[src/rtl/fmsp_pkg.sv]
// Purpose: Shared constants and types of the four-mode serial port.
// Assumes: The system clock is the oscillator clock.
// Notes: Register addresses are byte addresses of the special function space.
`default_nettype none

package fmsp_pkg;

  // ==========================================================================
  // Register map
  typedef logic [7:0] fmsp_byte_t;
  localparam fmsp_byte_t FMSP_CTRL_ADDR = 8'h98;
  localparam fmsp_byte_t FMSP_DATA_ADDR = 8'h99;
  localparam fmsp_byte_t FMSP_CTRL_RESET = 8'h00;

  // ==========================================================================
  // Control register fields
  localparam logic [2:0] FMSP_BIT_MODE_HI = 3'h7;
  localparam logic [2:0] FMSP_BIT_MODE_LO = 3'h6;
  localparam logic [2:0] FMSP_BIT_FILTER = 3'h5;
  localparam logic [2:0] FMSP_BIT_RX_EN = 3'h4;
  localparam logic [2:0] FMSP_BIT_TX9 = 3'h3;
  localparam logic [2:0] FMSP_BIT_RX9 = 3'h2;
  localparam logic [2:0] FMSP_BIT_TX_DONE = 3'h1;
  localparam logic [2:0] FMSP_BIT_RX_DONE = 3'h0;

  // ==========================================================================
  // Timing
  localparam int FMSP_M0_DIV = 12;
  localparam int FMSP_M2_SLOW_DIV = 64;
  localparam int FMSP_M2_FAST_DIV = 32;
  localparam int FMSP_OVERSAMPLE = 16;
  localparam logic [2:0] FMSP_M0_HALF_LAST = 3'(FMSP_M0_DIV / 2 - 1);
  localparam logic [1:0] FMSP_M2_SLOW_LAST = 2'(FMSP_M2_SLOW_DIV / FMSP_OVERSAMPLE - 1);
  localparam logic [1:0] FMSP_M2_FAST_LAST = 2'(FMSP_M2_FAST_DIV / FMSP_OVERSAMPLE - 1);
  localparam logic [3:0] FMSP_SUB_LAST = 4'(FMSP_OVERSAMPLE - 1);
  localparam logic [3:0] FMSP_SUB_VOTE_A = 4'h7;
  localparam logic [3:0] FMSP_SUB_VOTE_B = 4'h8;
  localparam logic [3:0] FMSP_SUB_SAMPLE = 4'h9;
  localparam logic [3:0] FMSP_M0_PHASE_LAST = 4'hf;
  localparam logic [2:0] FMSP_BIT_LAST = 3'h7;
  localparam int FMSP_FIFO_DEPTH = 4;

  // ==========================================================================
  // Modes and states
  typedef enum logic [1:0] {
    FMSP_MODE_SHIFT = 2'b00,
    FMSP_MODE_UART8 = 2'b01,
    FMSP_MODE_UART9_FIXED = 2'b10,
    FMSP_MODE_UART9_VAR = 2'b11
  } fmsp_mode_t;

  typedef enum logic [2:0] {
    FMSP_FR_IDLE = 3'b000,
    FMSP_FR_START = 3'b001,
    FMSP_FR_DATA = 3'b011,
    FMSP_FR_NINTH = 3'b010,
    FMSP_FR_STOP = 3'b110
  } fmsp_frame_t;

  typedef enum logic {
    FMSP_M0_IDLE = 1'b0,
    FMSP_M0_SHIFT = 1'b1
  } fmsp_m0_t;

endpackage : fmsp_pkg

`default_nettype wire

[src/rtl/fmsp_stream_if.sv]
// Purpose: Valid/ready word carrier between the serial port and its buffer.
// Assumes: One clock domain.
// Notes: A word moves when valid and ready are both high at a clock edge.
`default_nettype none

interface fmsp_stream_if #(
  parameter int WIDTH = 8
);
  logic valid;
  logic ready;
  logic [WIDTH-1:0] data;

  modport src (output valid, output data, input ready);
  modport snk (input valid, input data, output ready);
endinterface : fmsp_stream_if

`default_nettype wire

[src/rtl/fmsp_fifo.sv]
// Purpose: Small first-in first-out buffer with valid/ready on both sides.
// Assumes: DEPTH is a power of two.
// Notes: Head word is shown combinationally on the drain side.
`default_nettype none

module fmsp_fifo #(
  parameter int WIDTH = 8,
  parameter int DEPTH = 4
) (
  input wire logic clk,
  input wire logic rst,
  fmsp_stream_if.snk fill_side,
  fmsp_stream_if.src drain_side
);

  localparam int AW = $clog2(DEPTH);

  logic [WIDTH-1:0] mem [DEPTH];
  logic [AW-1:0] wptr_reg;
  logic [AW-1:0] rptr_reg;
  logic [AW:0] count_reg;
  logic push;
  logic pop;

  assign fill_side.ready = (count_reg != (AW + 1)'(DEPTH));
  assign drain_side.valid = (count_reg != '0);
  assign drain_side.data = mem[rptr_reg];
  assign push = fill_side.valid && fill_side.ready;
  assign pop = drain_side.valid && drain_side.ready;

  always_ff @(posedge clk) begin
    if (push) begin
      mem[wptr_reg] <= fill_side.data;
    end
  end

  always_ff @(posedge clk) begin
    if (rst) begin
      wptr_reg <= '0;
      rptr_reg <= '0;
    end else begin
      if (push) begin
        wptr_reg <= wptr_reg + 1'b1;
      end
      if (pop) begin
        rptr_reg <= rptr_reg + 1'b1;
      end
    end
  end

  always_ff @(posedge clk) begin
    if (rst) begin
      count_reg <= '0;
    end else if (push && !pop) begin
      count_reg <= count_reg + 1'b1;
    end else if (pop && !push) begin
      count_reg <= count_reg - 1'b1;
    end
  end

endmodule : fmsp_fifo

`default_nettype wire

[src/rtl/fmsp_serial_port.sv]
// Purpose: Four-mode serial port with shift-register and UART frames.
// Assumes: clk is the oscillator; timer overflow pulses share clk.
// Notes: Transmit bytes pass a four-word buffer before the shifter.
// Contract
// - Mode 0 shifts 8 bits LSB first, clock out
// - Mode 0 shift clock is oscillator over twelve
// - Mode 1 frame: start, 8 data, stop
// - Mode 1 receive stores stop bit as ninth
// - Mode 2 frame: start, 8 data, ninth, stop
// - Transmit ninth bit comes from control field
// - 11-bit receive stores ninth, ignores stop
// - Mode 2 rate is oscillator over 32 or 64
// - Mode 3 equals mode 2 with timer rate
// - Data buffer write starts a transmission
// - Mode 0 receive starts when flag clear, enabled
// - Modes 1-3 receive on start bit when enabled
// - Control register field layout, mode select encoding
// - Done flags act as interrupt requests
// - Control resets to zero, bit writable
// - Separate transmit and receive timer source selects
// - Timer modes divide overflow rate by sixteen
`default_nettype none

module fmsp_serial_port (
  input wire logic clk,
  input wire logic rst,
  input wire fmsp_pkg::fmsp_byte_t sfr_addr,
  input wire fmsp_pkg::fmsp_byte_t sfr_wdata,
  input wire logic sfr_wr,
  input wire logic sfr_rd,
  output fmsp_pkg::fmsp_byte_t sfr_rdata,
  input wire fmsp_pkg::fmsp_byte_t sfr_bit_addr,
  input wire logic sfr_bit_wdata,
  input wire logic sfr_bit_wr,
  input wire logic sfr_bit_rd,
  output logic sfr_bit_rdata,
  input wire logic timer1_ovf,
  input wire logic timer2_ovf,
  input wire logic tx_baud_src_sel,
  input wire logic rx_baud_src_sel,
  input wire logic rate_double,
  input wire logic rxd_in,
  output logic rxd_out,
  output logic rxd_oe,
  output logic txd_out,
  output logic tx_buf_ready,
  output logic tx_done_flag,
  output logic rx_done_flag,
  output logic serial_irq
);
  import fmsp_pkg::*;

  // ==========================================================================
  // Declarations
  fmsp_byte_t ctrl_reg;
  fmsp_byte_t ctrl_next;
  fmsp_byte_t rx_data_reg;
  fmsp_mode_t mode;
  logic ren;
  logic filter;
  logic ctrl_bit_hit;
  logic rxd_meta_reg;
  logic rxd_sync_reg;
  logic rxd_prev_reg;
  logic [2:0] half_cnt_reg;
  logic half_tick;
  logic [1:0] m2_cnt_reg;
  logic m2_tick;
  logic tx_tick;
  logic rx_tick;
  fmsp_frame_t tx_state_reg;
  logic [3:0] tx_sub_reg;
  logic [2:0] tx_bitn_reg;
  fmsp_byte_t tx_shift_reg;
  logic tx_bit9_reg;
  logic tx_line_reg;
  logic tx_bit_end;
  logic tx_stop_enter;
  logic tx_take;
  fmsp_frame_t rx_state_reg;
  logic [3:0] rx_sub_reg;
  logic [2:0] rx_bitn_reg;
  fmsp_byte_t rx_shift_reg;
  logic rx_bit9_reg;
  logic [1:0] vote_reg;
  logic rx_bit_val;
  logic rx_sample;
  logic rx_stop_pt;
  logic rx_accept;
  fmsp_m0_t m0_state_reg;
  logic m0_dir_tx_reg;
  logic [3:0] m0_phase_reg;
  fmsp_byte_t m0_shift_reg;
  logic m0_clk_reg;
  logic m0_end;
  logic m0_rx_start;
  logic m0_rx_accept;
  logic ti_set;
  logic ri_set;

  fmsp_stream_if #(.WIDTH(8)) tx_fill_if ();
  fmsp_stream_if #(.WIDTH(8)) tx_drain_if ();

  assign mode = fmsp_mode_t'(ctrl_reg[FMSP_BIT_MODE_HI -: 2]);
  assign ren = ctrl_reg[FMSP_BIT_RX_EN];
  assign filter = ctrl_reg[FMSP_BIT_FILTER];

  // ==========================================================================
  // Transmit buffer
  assign tx_fill_if.valid = sfr_wr && (sfr_addr == FMSP_DATA_ADDR);
  assign tx_fill_if.data = sfr_wdata;
  assign tx_buf_ready = tx_fill_if.ready;
  assign tx_drain_if.ready = tx_take;

  fmsp_fifo #(.WIDTH(8), .DEPTH(FMSP_FIFO_DEPTH)) u_tx_fifo (
    .clk(clk),
    .rst(rst),
    .fill_side(tx_fill_if),
    .drain_side(tx_drain_if)
  );

  // Mode 0 waits for a half-phase boundary so the clock keeps its shape
  assign tx_take = tx_drain_if.valid &&
      ((mode == FMSP_MODE_SHIFT) ? (m0_state_reg == FMSP_M0_IDLE && half_tick)
                                 : (tx_state_reg == FMSP_FR_IDLE));

  // ==========================================================================
  // Control register
  assign ctrl_bit_hit = sfr_bit_wr && (sfr_bit_addr[7:3] == FMSP_CTRL_ADDR[7:3]);

  always_comb begin
    ctrl_next = ctrl_reg;
    if (sfr_wr && sfr_addr == FMSP_CTRL_ADDR) begin
      ctrl_next = sfr_wdata;
    end
    if (ctrl_bit_hit) begin
      ctrl_next[sfr_bit_addr[2:0]] = sfr_bit_wdata;
    end
    if (rx_accept && !m0_rx_accept) begin
      // Mode 1 keeps the stop bit, 11-bit modes keep the ninth bit
      ctrl_next[FMSP_BIT_RX9] = (mode == FMSP_MODE_UART8) ? rx_bit_val : rx_bit9_reg;
    end
    // Hardware set wins over a software clear in the same cycle
    if (ti_set) begin
      ctrl_next[FMSP_BIT_TX_DONE] = 1'b1;
    end
    if (ri_set) begin
      ctrl_next[FMSP_BIT_RX_DONE] = 1'b1;
    end
  end

  always_ff @(posedge clk) begin
    if (rst) begin
      ctrl_reg <= FMSP_CTRL_RESET;
    end else begin
      ctrl_reg <= ctrl_next;
    end
  end

  assign tx_done_flag = ctrl_reg[FMSP_BIT_TX_DONE];
  assign rx_done_flag = ctrl_reg[FMSP_BIT_RX_DONE];
  assign serial_irq = tx_done_flag || rx_done_flag;

  // ==========================================================================
  // Register reads
  always_ff @(posedge clk) begin
    if (rst) begin
      sfr_rdata <= '0;
      sfr_bit_rdata <= 1'b0;
    end else begin
      sfr_rdata <= '0;
      if (sfr_rd && sfr_addr == FMSP_CTRL_ADDR) begin
        sfr_rdata <= ctrl_reg;
      end else if (sfr_rd && sfr_addr == FMSP_DATA_ADDR) begin
        sfr_rdata <= rx_data_reg;
      end
      sfr_bit_rdata <= sfr_bit_rd && (sfr_bit_addr[7:3] == FMSP_CTRL_ADDR[7:3]) &&
          ctrl_reg[sfr_bit_addr[2:0]];
    end
  end

  // ==========================================================================
  // Receive pin synchroniser
  always_ff @(posedge clk) begin
    if (rst) begin
      rxd_meta_reg <= 1'b1;
      rxd_sync_reg <= 1'b1;
      rxd_prev_reg <= 1'b1;
    end else begin
      rxd_meta_reg <= rxd_in;
      rxd_sync_reg <= rxd_meta_reg;
      rxd_prev_reg <= rxd_sync_reg;
    end
  end

  // ==========================================================================
  // Rate enables
  assign half_tick = (half_cnt_reg == FMSP_M0_HALF_LAST);
  assign m2_tick = (m2_cnt_reg == (rate_double ? FMSP_M2_FAST_LAST : FMSP_M2_SLOW_LAST));

  always_ff @(posedge clk) begin
    if (rst) begin
      half_cnt_reg <= '0;
    end else if (half_tick) begin
      half_cnt_reg <= '0;
    end else begin
      half_cnt_reg <= half_cnt_reg + 1'b1;
    end
  end

  always_ff @(posedge clk) begin
    if (rst || m2_tick) begin
      m2_cnt_reg <= '0;
    end else begin
      m2_cnt_reg <= m2_cnt_reg + 1'b1;
    end
  end

  // Sixteen ticks per bit in every frame mode
  assign tx_tick = (mode == FMSP_MODE_UART9_FIXED) ? m2_tick :
      (tx_baud_src_sel ? timer2_ovf : timer1_ovf);
  assign rx_tick = (mode == FMSP_MODE_UART9_FIXED) ? m2_tick :
      (rx_baud_src_sel ? timer2_ovf : timer1_ovf);

  // ==========================================================================
  // Frame transmitter
  assign tx_bit_end = tx_tick && (tx_sub_reg == FMSP_SUB_LAST);
  assign tx_stop_enter = tx_bit_end && (tx_state_reg == FMSP_FR_NINTH ||
      (tx_state_reg == FMSP_FR_DATA && tx_bitn_reg == FMSP_BIT_LAST &&
       mode == FMSP_MODE_UART8));

  always_ff @(posedge clk) begin
    if (rst) begin
      tx_state_reg <= FMSP_FR_IDLE;
      tx_sub_reg <= '0;
      tx_bitn_reg <= '0;
      tx_shift_reg <= '0;
      tx_bit9_reg <= 1'b0;
      tx_line_reg <= 1'b1;
    end else if (tx_state_reg == FMSP_FR_IDLE) begin
      tx_line_reg <= 1'b1;
      if (tx_take && mode != FMSP_MODE_SHIFT) begin
        tx_state_reg <= FMSP_FR_START;
        tx_sub_reg <= '0;
        tx_shift_reg <= tx_drain_if.data;
        tx_bit9_reg <= ctrl_reg[FMSP_BIT_TX9];
        tx_line_reg <= 1'b0;
      end
    end else if (tx_tick) begin
      tx_sub_reg <= tx_sub_reg + 1'b1;
      if (tx_bit_end) begin
        unique case (tx_state_reg)
          FMSP_FR_START: begin
            tx_state_reg <= FMSP_FR_DATA;
            tx_bitn_reg <= '0;
            tx_line_reg <= tx_shift_reg[0];
          end
          FMSP_FR_DATA: begin
            if (tx_bitn_reg != FMSP_BIT_LAST) begin
              tx_bitn_reg <= tx_bitn_reg + 1'b1;
              tx_shift_reg <= {1'b0, tx_shift_reg[7:1]};
              tx_line_reg <= tx_shift_reg[1];
            end else if (mode == FMSP_MODE_UART8) begin
              tx_state_reg <= FMSP_FR_STOP;
              tx_line_reg <= 1'b1;
            end else begin
              tx_state_reg <= FMSP_FR_NINTH;
              tx_line_reg <= tx_bit9_reg;
            end
          end
          FMSP_FR_NINTH: begin
            tx_state_reg <= FMSP_FR_STOP;
            tx_line_reg <= 1'b1;
          end
          FMSP_FR_STOP: begin
            tx_state_reg <= FMSP_FR_IDLE;
          end
          default: begin
            tx_state_reg <= FMSP_FR_IDLE;
          end
        endcase
      end
    end
  end

  // ==========================================================================
  // Frame receiver
  assign rx_sample = rx_tick && (rx_sub_reg == FMSP_SUB_SAMPLE);
  // Majority of three samples around mid-bit
  assign rx_bit_val = (vote_reg[0] & vote_reg[1]) | (vote_reg[0] & rxd_sync_reg) |
      (vote_reg[1] & rxd_sync_reg);
  assign rx_stop_pt = rx_sample && (rx_state_reg == FMSP_FR_STOP);
  assign rx_accept = (rx_stop_pt && !rx_done_flag &&
      (!filter || ((mode == FMSP_MODE_UART8) ? rx_bit_val : rx_bit9_reg))) ||
      m0_rx_accept;

  always_ff @(posedge clk) begin
    if (rst) begin
      vote_reg <= 2'b11;
    end else if (rx_tick && rx_sub_reg == FMSP_SUB_VOTE_A) begin
      vote_reg[0] <= rxd_sync_reg;
    end else if (rx_tick && rx_sub_reg == FMSP_SUB_VOTE_B) begin
      vote_reg[1] <= rxd_sync_reg;
    end
  end

  always_ff @(posedge clk) begin
    if (rst) begin
      rx_state_reg <= FMSP_FR_IDLE;
      rx_sub_reg <= '0;
      rx_bitn_reg <= '0;
      rx_shift_reg <= '0;
      rx_bit9_reg <= 1'b0;
    end else if (rx_state_reg == FMSP_FR_IDLE) begin
      if (mode != FMSP_MODE_SHIFT && ren && rxd_prev_reg && !rxd_sync_reg) begin
        rx_state_reg <= FMSP_FR_START;
        rx_sub_reg <= '0;
      end
    end else if (rx_tick) begin
      rx_sub_reg <= rx_sub_reg + 1'b1;
      unique case (rx_state_reg)
        FMSP_FR_START: begin
          if (rx_sample && rx_bit_val) begin
            rx_state_reg <= FMSP_FR_IDLE;
          end else if (rx_sub_reg == FMSP_SUB_LAST) begin
            rx_state_reg <= FMSP_FR_DATA;
            rx_bitn_reg <= '0;
          end
        end
        FMSP_FR_DATA: begin
          if (rx_sample) begin
            rx_shift_reg <= {rx_bit_val, rx_shift_reg[7:1]};
          end
          if (rx_sub_reg == FMSP_SUB_LAST) begin
            rx_bitn_reg <= rx_bitn_reg + 1'b1;
            if (rx_bitn_reg == FMSP_BIT_LAST) begin
              rx_state_reg <= (mode == FMSP_MODE_UART8) ? FMSP_FR_STOP : FMSP_FR_NINTH;
            end
          end
        end
        FMSP_FR_NINTH: begin
          if (rx_sample) begin
            rx_bit9_reg <= rx_bit_val;
          end
          if (rx_sub_reg == FMSP_SUB_LAST) begin
            rx_state_reg <= FMSP_FR_STOP;
          end
        end
        FMSP_FR_STOP: begin
          if (rx_sample) begin
            rx_state_reg <= FMSP_FR_IDLE;
          end
        end
        default: begin
          rx_state_reg <= FMSP_FR_IDLE;
        end
      endcase
    end
  end

  // ==========================================================================
  // Mode 0 shift engine
  assign m0_end = (m0_state_reg == FMSP_M0_SHIFT) && half_tick &&
      (m0_phase_reg == FMSP_M0_PHASE_LAST);
  assign m0_rx_start = (mode == FMSP_MODE_SHIFT) && (m0_state_reg == FMSP_M0_IDLE) &&
      half_tick && !tx_drain_if.valid && ren && !rx_done_flag;
  assign m0_rx_accept = m0_end && !m0_dir_tx_reg;

  always_ff @(posedge clk) begin
    if (rst) begin
      m0_state_reg <= FMSP_M0_IDLE;
      m0_dir_tx_reg <= 1'b0;
      m0_phase_reg <= '0;
      m0_shift_reg <= '0;
      m0_clk_reg <= 1'b1;
      rxd_out <= 1'b1;
      rxd_oe <= 1'b0;
    end else if (m0_state_reg == FMSP_M0_IDLE) begin
      m0_phase_reg <= '0;
      if (tx_take && mode == FMSP_MODE_SHIFT) begin
        m0_state_reg <= FMSP_M0_SHIFT;
        m0_dir_tx_reg <= 1'b1;
        m0_shift_reg <= tx_drain_if.data;
        m0_clk_reg <= 1'b0;
        rxd_out <= tx_drain_if.data[0];
        rxd_oe <= 1'b1;
      end else if (m0_rx_start) begin
        m0_state_reg <= FMSP_M0_SHIFT;
        m0_dir_tx_reg <= 1'b0;
        m0_clk_reg <= 1'b0;
        rxd_oe <= 1'b0;
      end
    end else if (half_tick) begin
      m0_phase_reg <= m0_phase_reg + 1'b1;
      if (!m0_phase_reg[0]) begin
        m0_clk_reg <= 1'b1;
        if (!m0_dir_tx_reg) begin
          m0_shift_reg <= {rxd_sync_reg, m0_shift_reg[7:1]};
        end
      end else if (m0_end) begin
        m0_state_reg <= FMSP_M0_IDLE;
        m0_clk_reg <= 1'b1;
        rxd_oe <= 1'b0;
        rxd_out <= 1'b1;
      end else begin
        m0_clk_reg <= 1'b0;
        if (m0_dir_tx_reg) begin
          m0_shift_reg <= {1'b0, m0_shift_reg[7:1]};
          rxd_out <= m0_shift_reg[1];
        end
      end
    end
  end

  assign txd_out = (mode == FMSP_MODE_SHIFT) ? m0_clk_reg : tx_line_reg;

  // ==========================================================================
  // Received data and flag events
  always_ff @(posedge clk) begin
    if (rst) begin
      rx_data_reg <= '0;
    end else if (m0_rx_accept) begin
      rx_data_reg <= m0_shift_reg;
    end else if (rx_accept) begin
      rx_data_reg <= rx_shift_reg;
    end
  end

  assign ti_set = tx_stop_enter || (m0_end && m0_dir_tx_reg);
  assign ri_set = rx_accept;

endmodule : fmsp_serial_port

`default_nettype wire

[config.mk]
export PLATFORM = sky130hd
export DESIGN_NAME = fmsp_serial_port
export DESIGN_NICKNAME = d
export VERILOG_FILES = /design/src/rtl/fmsp_pkg.sv /design/src/rtl/fmsp_stream_if.sv /design/src/rtl/fmsp_fifo.sv /design/src/rtl/fmsp_serial_port.sv
export SDC_FILE = /design/constraint.sdc
export NUM_CORES = 1
export LEC_CHECK = 0
export BUFFER_PORTS_ARGS = -buffer_cell sky130_fd_sc_hd__buf_2
export CAP_MARGIN = 20
export CORE_UTILIZATION = 25
export CTS_CLUSTER_DIAMETER = 80
export DETAILED_ROUTE_END_ITERATION = 8
export SETUP_SLACK_MARGIN = 0.1
export SYNTH_ARGS = -nofsm -noshare
export SYNTH_HDL_FRONTEND = slang
export SYNTH_SLANG_ARGS = --single-unit
export TNS_END_PERCENT = 30
[constraint.sdc]
create_clock -name clk -period 2.7 [get_ports clk]
set_input_delay 0.135 -clock clk [delete_from_list [all_inputs] [get_ports clk]]
set_output_delay 0.135 -clock clk [all_outputs]
set_load 0.02 [all_outputs]
==> flow_summary_export.csv, run 1 <==
group,metric,value,unit
sta,maxSlewViolCount,0,
sta,worst_slew_pin_slew,1.10,ns
setup_path,crit_chain,"nor3_2 -> nor3_1 -> nor2_1 -> ha_1 -> inv_1 -> fa_1 -> xor2_1 -> or3_1 -> a21oi_1",
setup_path,crit_path_start_kind,"flop",
die,rows,57,
synthesis,ys_ff_latch,132,
clock_tree,cts_buffer_depth,2,
job,maxCapViolations,0,
die,ios,53,
clock_tree,cts_buffers,17,
cells_and_area,design_area,7500,sq um
global_routing,antenna_found_initial,1,
clock_tree,cts_tree,"yes",
die,die_y,160,microns
global_routing,grt_pass1_vias,4334,
detailed_routing,drt-initial-drc-count,310,
setup_path,rrSetupSlack,0.30,ns
cells_and_area,largest_register_ffs,32,
cells_and_area,regMostFlops,"u_tx_fifo.mem",
synthesis,syn_avg_cell_area,10.2,sq um
synthesis,ys_seq_area_frac,0.477,
sta,holdWs,0.0876,ns
synthesis,synth_nets,660,
hold_path,worstHoldPathType,"input port to flop",
synthesis,synth_edf_count,32,
die,initial_core_util,0.255,
clock_tree,clk_latency,0.42,ns
die,core,24300,sq um
setup_path,max_stage_delay,0.42,ns
global_routing,grtUsageTotal,0.120,
synthesis,ys_warn_count,0,
setup_path,worstSetupPathType,"flop to flop",
clock_tree,htreeDepth,4,
power_and_ir_drop,power.density,599,nW/um^2
sta,slew_headroom,0.261,
sta,period_needed,2.40,ns
power_and_ir_drop,peakVddDrop,388,uV
synthesis,syn_area,6210,sq um
cells_and_area,final_nets,719,
sta,period_share,0.891,
placed_design,gp_congestion,0.780,
die,die-area,25500,sq um
setup_path,cp.required,3.05,ns
synthesis,synthCells,606,
sta,max_freq,0.416,GHz
clock_tree,clock_sinks,132,
sta,rsz0062_at_grt,"false",
die,die_w,160,microns
placed_design,placed_cell_area,6830,sq um
power_and_ir_drop,power,0.00450,W
cells_and_area,syn2layout_area_growth,20.9,%
sta,setup_viol,0,
detailed_routing,drt-total-wl,15000,microns
placed_design,io_buffers,52,
setup_path,worst_ep_arrival_time,2.75,ns
sta,finalHoldViolations,0,
power_and_ir_drop,p_leak,2.70,nW
clock_tree,clk_pin_slew,0.06,ns
detailed_routing,vias,4670,
detailed_routing,drcViolationCount,0,
global_routing,grt_pass1_wl,23600,microns
global_routing,grt_overflow,0,
detailed_routing,wl_per_cell,15.0,microns
global_routing,grt_max_degree,59,
outcome,status,"completed",
cells_and_area,num_antenna_cells,0,
cells_and_area,drive_gt1_frac,0.202,
synthesis,async_flop_share,0,
detailed_routing,antenna_left,0,
setup_path,critPathSlowestCell,"fa_1",
placed_design,dpl.hpwl,10700,microns
clock_tree,root_buffer,"clkbuf_16",
synthesis,synth_cell_types,66,
sta,fin_tns_setup,0,ns
sta,skew,0.0119,ns
setup_path,endpoint_kind,"flop",
setup_path,cp_max_fo,5,
synthesis,synth_ff_type,"dfxtp_1",
detailed_routing,via_per_inst,4.66,
detailed_routing,drt_first_pass_iters,4,
cell usage after synthesis (all sizes together), types with 3 or more instances:
cell type,count,area share
nand3b,5,0.0067
xor2,10,0.014
clkbuf,26,0.016
nand3,10,0.0081
nand2b,9,0.0091
nor2b,4,0.0040
a211oi,16,0.025
inv,13,0.0079
mux2,6,0.011
o21ai,13,0.010
a311oi,7,0.0099
dfxtp,100,0.32
a31oi,10,0.010
and3,5,0.0050
nand4,4,0.0040
or3,8,0.0081
buf,13,0.014
nor4bb,3,0.0048
o22ai,4,0.0073
nor2,67,0.041
and2,7,0.0071
a211o,9,0.013
mux4,10,0.036
nor3b,4,0.0048
xnor2,3,0.0042
ha,16,0.032
a21oi,27,0.022
edfxtp,32,0.15
nand4b,8,0.012
or2,5,0.0050
mux2i,40,0.065
nand2,52,0.031
and3b,3,0.0042
a22oi,8,0.0097
o21a,4,0.0048
nor3,22,0.020
timing repair:
item / in CTS / in global routing
hold endpoints to repair: 33 / 0
setup endpoints to repair: 0 / 1
setup buffers: 0 / 0
hold buffers: 9 / 0
gates resized for setup: 0 / 1
layout make-up:
type                    count  area (sq um)
clock buffers              18           429
repair buffers             79           488
fillers                  2509         16800
clock inverters            14           153
multi-input cells         422          3020
inverters                  13          48.8
well taps                 324           405
flip-flops and latches    132          2960
through the flow:
stage / worst slack (ns) / instances / utilization
global route: 0.135 / 1002 / 0.309
detailed placement: 0.155 / 961 / 0.281
floorplan: 0.332 / 606 / -
CTS: 0.178 / 1002 / 0.308
global placement: 0.274 / 961 / 0.281
finish: 0.295 / 1002 / 0.309
cell usage in the layout, fill, tap and decap left out, types with 3 or more instances in the layout:
cell type,count
xnor2_1,3
inv_1,12
mux4_2,10
clkbuf_16,17
and3b_1,3
a31oi_1,10
nor2b_1,4
inv_6,4
ha_1,16
nand4b_1,7
a211o_1,9
xor2_1,10
dlygate4sd3_1,9
o21a_1,4
buf_2,51
nand4_1,4
mux2_2,6
nand3_1,10
a311oi_1,7
or2_2,4
nor4bb_1,3
a22oi_1,8
or3_1,8
clkinvlp_4,4
edfxtp_1,32
a211oi_2,4
nor3_1,20
dfxtp_1,100
nor3b_1,4
buf_4,19
nor2_1,67
a211oi_1,11
and2_1,7
mux2i_1,40
nand2_1,52
nand2b_1,9
o21ai_0,13
and3_1,5
nand3b_1,4
a21oi_1,27
metal layers:
layer,routed length [microns],up-vias,track usage
met2,7070,97,0.187
met5,10,-,0
met4,165,2,0.0411
met1,7040,2228,0.160
li1,-,2329,-
met3,718,14,0.0315
logic make-up after synthesis:
kind of cell,share of synthesized area
xor+xnor,0.0183
flops,0.477
simple gates,0.188
fa+ha+maj,0.0373
compound gates,0.130
mux,0.112
buf+inv,0.0373
critical path: cells and delay by family (launching register included):
kind | cells | cell delay, ns
fa+ha+maj | 2 | 0.64
flops | 1 | 0.37
xor+xnor | 1 | 0.15
compound gates | 1 | 0.15
buf+inv | 1 | 0.07
simple gates | 4 | 0.94
path summary, 6_finish.rpt:
path,startpoint,to,depth (start not counted)
setup reg to reg,u_tx_fifo.count_reg[0],u_tx_fifo.count_reg[2],9
setup / recovery,u_tx_fifo.count_reg[0],u_tx_fifo.count_reg[2],9
hold / removal,sfr_bit_rd,sfr_bit_rdata,3
hold reg to reg,rxd_meta_reg,rxd_sync_reg,1
where the power goes:
group	switching [W]	internal (W)	total, W
Sequential	0.0000114	0.00203	0.00205
Clock	0.000910	0.00137	0.00228
Combinational	0.000102	0.0000695	0.000171
Power figures use the tool's default switching activity.
==> run 2: changes to the inputs <==
--- a/config.mk
+++ b/config.mk
@@ -12,3 +12,4 @@
 export DETAILED_ROUTE_END_ITERATION = 8
-export SETUP_SLACK_MARGIN = 0.1
+export GPL_TIMING_DRIVEN = 0
+export SETUP_SLACK_MARGIN = 0.3
 export SYNTH_ARGS = -nofsm -noshare
--- a/constraint.sdc
+++ b/constraint.sdc
@@ -3,2 +3,2 @@
 set_output_delay 0.135 -clock clk [all_outputs]
-set_load 0.02 [all_outputs]
+set_load 0.005 [all_outputs]
==> run 2 against run 1 <==
Effect of this change: critical path type unchanged; critical path depth rose by 1; largest cell class unchanged; flip-flop and latch count did not move; design area rose by 1.2%; critical endpoint unchanged; die area did not move; non-clock buffer count rose by 19; via count rose by 2.3%; clock skew fell by 0.0063 ns; final cell count rose by 1.9%; routed wire length rose by 8.0%.
==> flow_summary_export.csv, run 2 (synthesis results as in run 1) <==
group,metric,value,unit
sta,period_needed,2.43,ns
die,initial_core_util,0.255,
setup_path,startpoint,"u_tx_fifo.count_reg[0]",
global_routing,grt_max_degree,17,
detailed_routing,via_per_inst,4.68,
cells_and_area,num_antenna_cells,0,
power_and_ir_drop,power.density,591,nW/um^2
clock_tree,cts_buffers,17,
detailed_routing,drt-total-wl,16200,microns
die,die-area,25500,sq um
hold_path,min_path_cells,3,
die,core,24300,sq um
detailed_routing,vias,4778,
power_and_ir_drop,clkPwrFrac,0.506,
power_and_ir_drop,pwr-share-seq,0.455,
global_routing,antenna_found_initial,1,
detailed_routing,drt-initial-drc-count,269,
global_routing,grt_pass1_vias,4598,
sta,rsz0062_at_grt,"true",
setup_path,crit_buf_inv,2,
sta,worst_slew_pin_slew,0.918,ns
global_routing,grt_pass1_wl,25500,microns
placed_design,dp_slack,-0.192,ns
detailed_routing,antenna_left,0,
setup_path,reg2reg_from,"u_tx_fifo.count_reg[0]",
cells_and_area,regMostFlops,"u_tx_fifo.mem",
setup_path,ff2ff_path_depth,10,
power_and_ir_drop,pwr-share-comb,0.039,
cells_and_area,stdcell_count,1021,
power_and_ir_drop,swShare,0.230,
clock_tree,clock_sinks,132,
cells_and_area,most-common-layout-cells,"95 x dfxtp_1, 65 x nor2_1, 55 x buf_2, 52 x nand2_1, 40 x mux2i_1",
power_and_ir_drop,p_sw,0.00103,W
die,rows,57,
sta,skew,0.00566,ns
clock_tree,root_buffer,"clkbuf_16",
setup_path,endpoint_kind,"flop",
setup_path,cp_max_fo,5,
detailed_routing,drcViolationCount,0,
cells_and_area,layout_commonest_cell,"dfxtp_1",
die,die_w,160,microns
sta,holdWs,0.0571,ns
clock_tree,cts_tree,"yes",
sta,maxSlewViolCount,0,
setup_path,crit_chain,"nor3_4 -> nor3_2 -> buf_4 -> nor2_4 -> ha_4 -> inv_1 -> fa_2 -> xor2_1 -> or3_1 -> a21oi_2",
cells_and_area,drive_gt1_frac,0.201,
power_and_ir_drop,p_leak,2.71,nW
sta,max_freq,0.412,GHz
global_routing,grtUsageTotal,0.131,
hold_path,hp-start,"sfr_bit_rd",
power_and_ir_drop,peakVddDrop,443,uV
setup_path,cp.required,3.05,ns
setup_path,crit_path_start_kind,"flop",
cells_and_area,syn2layout_area_growth,22.4,%
die,die_y,160,microns
sta,fin_ws,0.272,ns
cells_and_area,largest_register_ffs,32,
hold_path,worstHoldPathType,"input port to flop",
outcome,status,"completed",
job,maxCapViolations,0,
clock_tree,cts_buffer_depth,2,
setup_path,max_stage_delay,0.39,ns
placed_design,io_buffers,48,
setup_path,critPathSlowestCell,"or3_1",
clock_tree,clk_latency,0.43,ns
sta,slew_headroom,0.384,
sta,fin_tns_setup,0,ns
sta,period_share,0.899,
detailed_routing,drt_first_pass_iters,4,
placed_design,dpl.hpwl,11500,microns
clock_tree,clk_pin_slew,0.06,ns
placed_design,dpl.cell_count,978,
detailed_routing,wl_per_cell,15.9,microns
setup_path,critPathTopFamily,"simple AND/OR/NAND/NOR gates",
setup_path,path_depth,10,
setup_path,worstSetupPathType,"flop to flop",
clock_tree,htreeDepth,4,
sta,setup_viol,0,
die,ios,53,
global_routing,grt_overflow,0,
placed_design,gp_congestion,0.821,
sta,finalHoldViolations,0,
power_and_ir_drop,p_int,0.00346,W
setup_path,worst_ep_arrival_time,2.78,ns
cells_and_area,final_nets,738,
[run 2: cell count changes in the layout (fill, tap and decap cells not counted), sizes merged]
| cell | delta |
|---|---|
| clkbuf | +28 |
| clkinv | +1 |
| buf | -7 |
| clkinvlp | -1 |
| inv | -2 |
[run 2: final timing paths]
path	slack, ns	to
max	0.27	u_tx_fifo.count_reg[2]
min	0.06	sfr_bit_rdata
max reg2reg	0.27	u_tx_fifo.count_reg[2]
min reg2reg	0.42	rxd_sync_reg
[run 2: repair_timing]
item	4_1_cts	5_1_grt
endpoints found under the setup margin	2	2
hold endpoints to repair	33	0
gates cloned	0	0
resized for setup	13	7
buffers inserted	2	0
pin swaps	2	5
hold buffers	9	0
[run 2: metrics by stage]
stage | cell area (sq um) | util | power, W
after CTS | 7560 | 0.311 | 0.00452
after floorplan | 6210 | - | 0.00218
after global routing | 7590 | 0.312 | 0.00462
after global placement | 6850 | 0.282 | 0.00225
after detailed placement | 6850 | 0.282 | 0.00225
final | 7590 | 0.312 | 0.00449
[run 2: layer usage]
metal,track usage,part of all wire,up-vias
met5,0,0.00056,-
met4,0.0389,0.012,2
met3,0.0359,0.045,16
met2,0.200,0.46,78
met1,0.179,0.48,2321
li1,-,-,2361
[run 2: area by class of cell]
type,instances,area [sq um]
repair buffers,59,345
fillers,2502,16700
well taps,324,405
clock inverters,12,133
multi-input cells,422,3070
inverters,13,48.8
plain buffers,39,186
flip-flops and latches,132,2970
clock buffers,20,437
[run 2: power groups by stage]
| stage | registers [W] | logic, W | clock network (W) |
|---|---|---|---|
| 6_report | 0.00204 | 0.000174 | 0.00227 |
| 5_1_grt | 0.00204 | 0.000191 | 0.00239 |
| 4_1_cts | 0.00205 | 0.000175 | 0.00230 |
| 3_5_place_dp | 0.00209 | 0.000164 | 0 |
| 3_3_place_gp | 0.00209 | 0.000161 | 0 |
| 2_1_floorplan | 0.00208 | 0.0000926 | 0 |
[run 2: worst min-delay path: stages]
cell	delay, ns
buf_2	0.09
nand4b_1	0.11
nor2_1	0.08
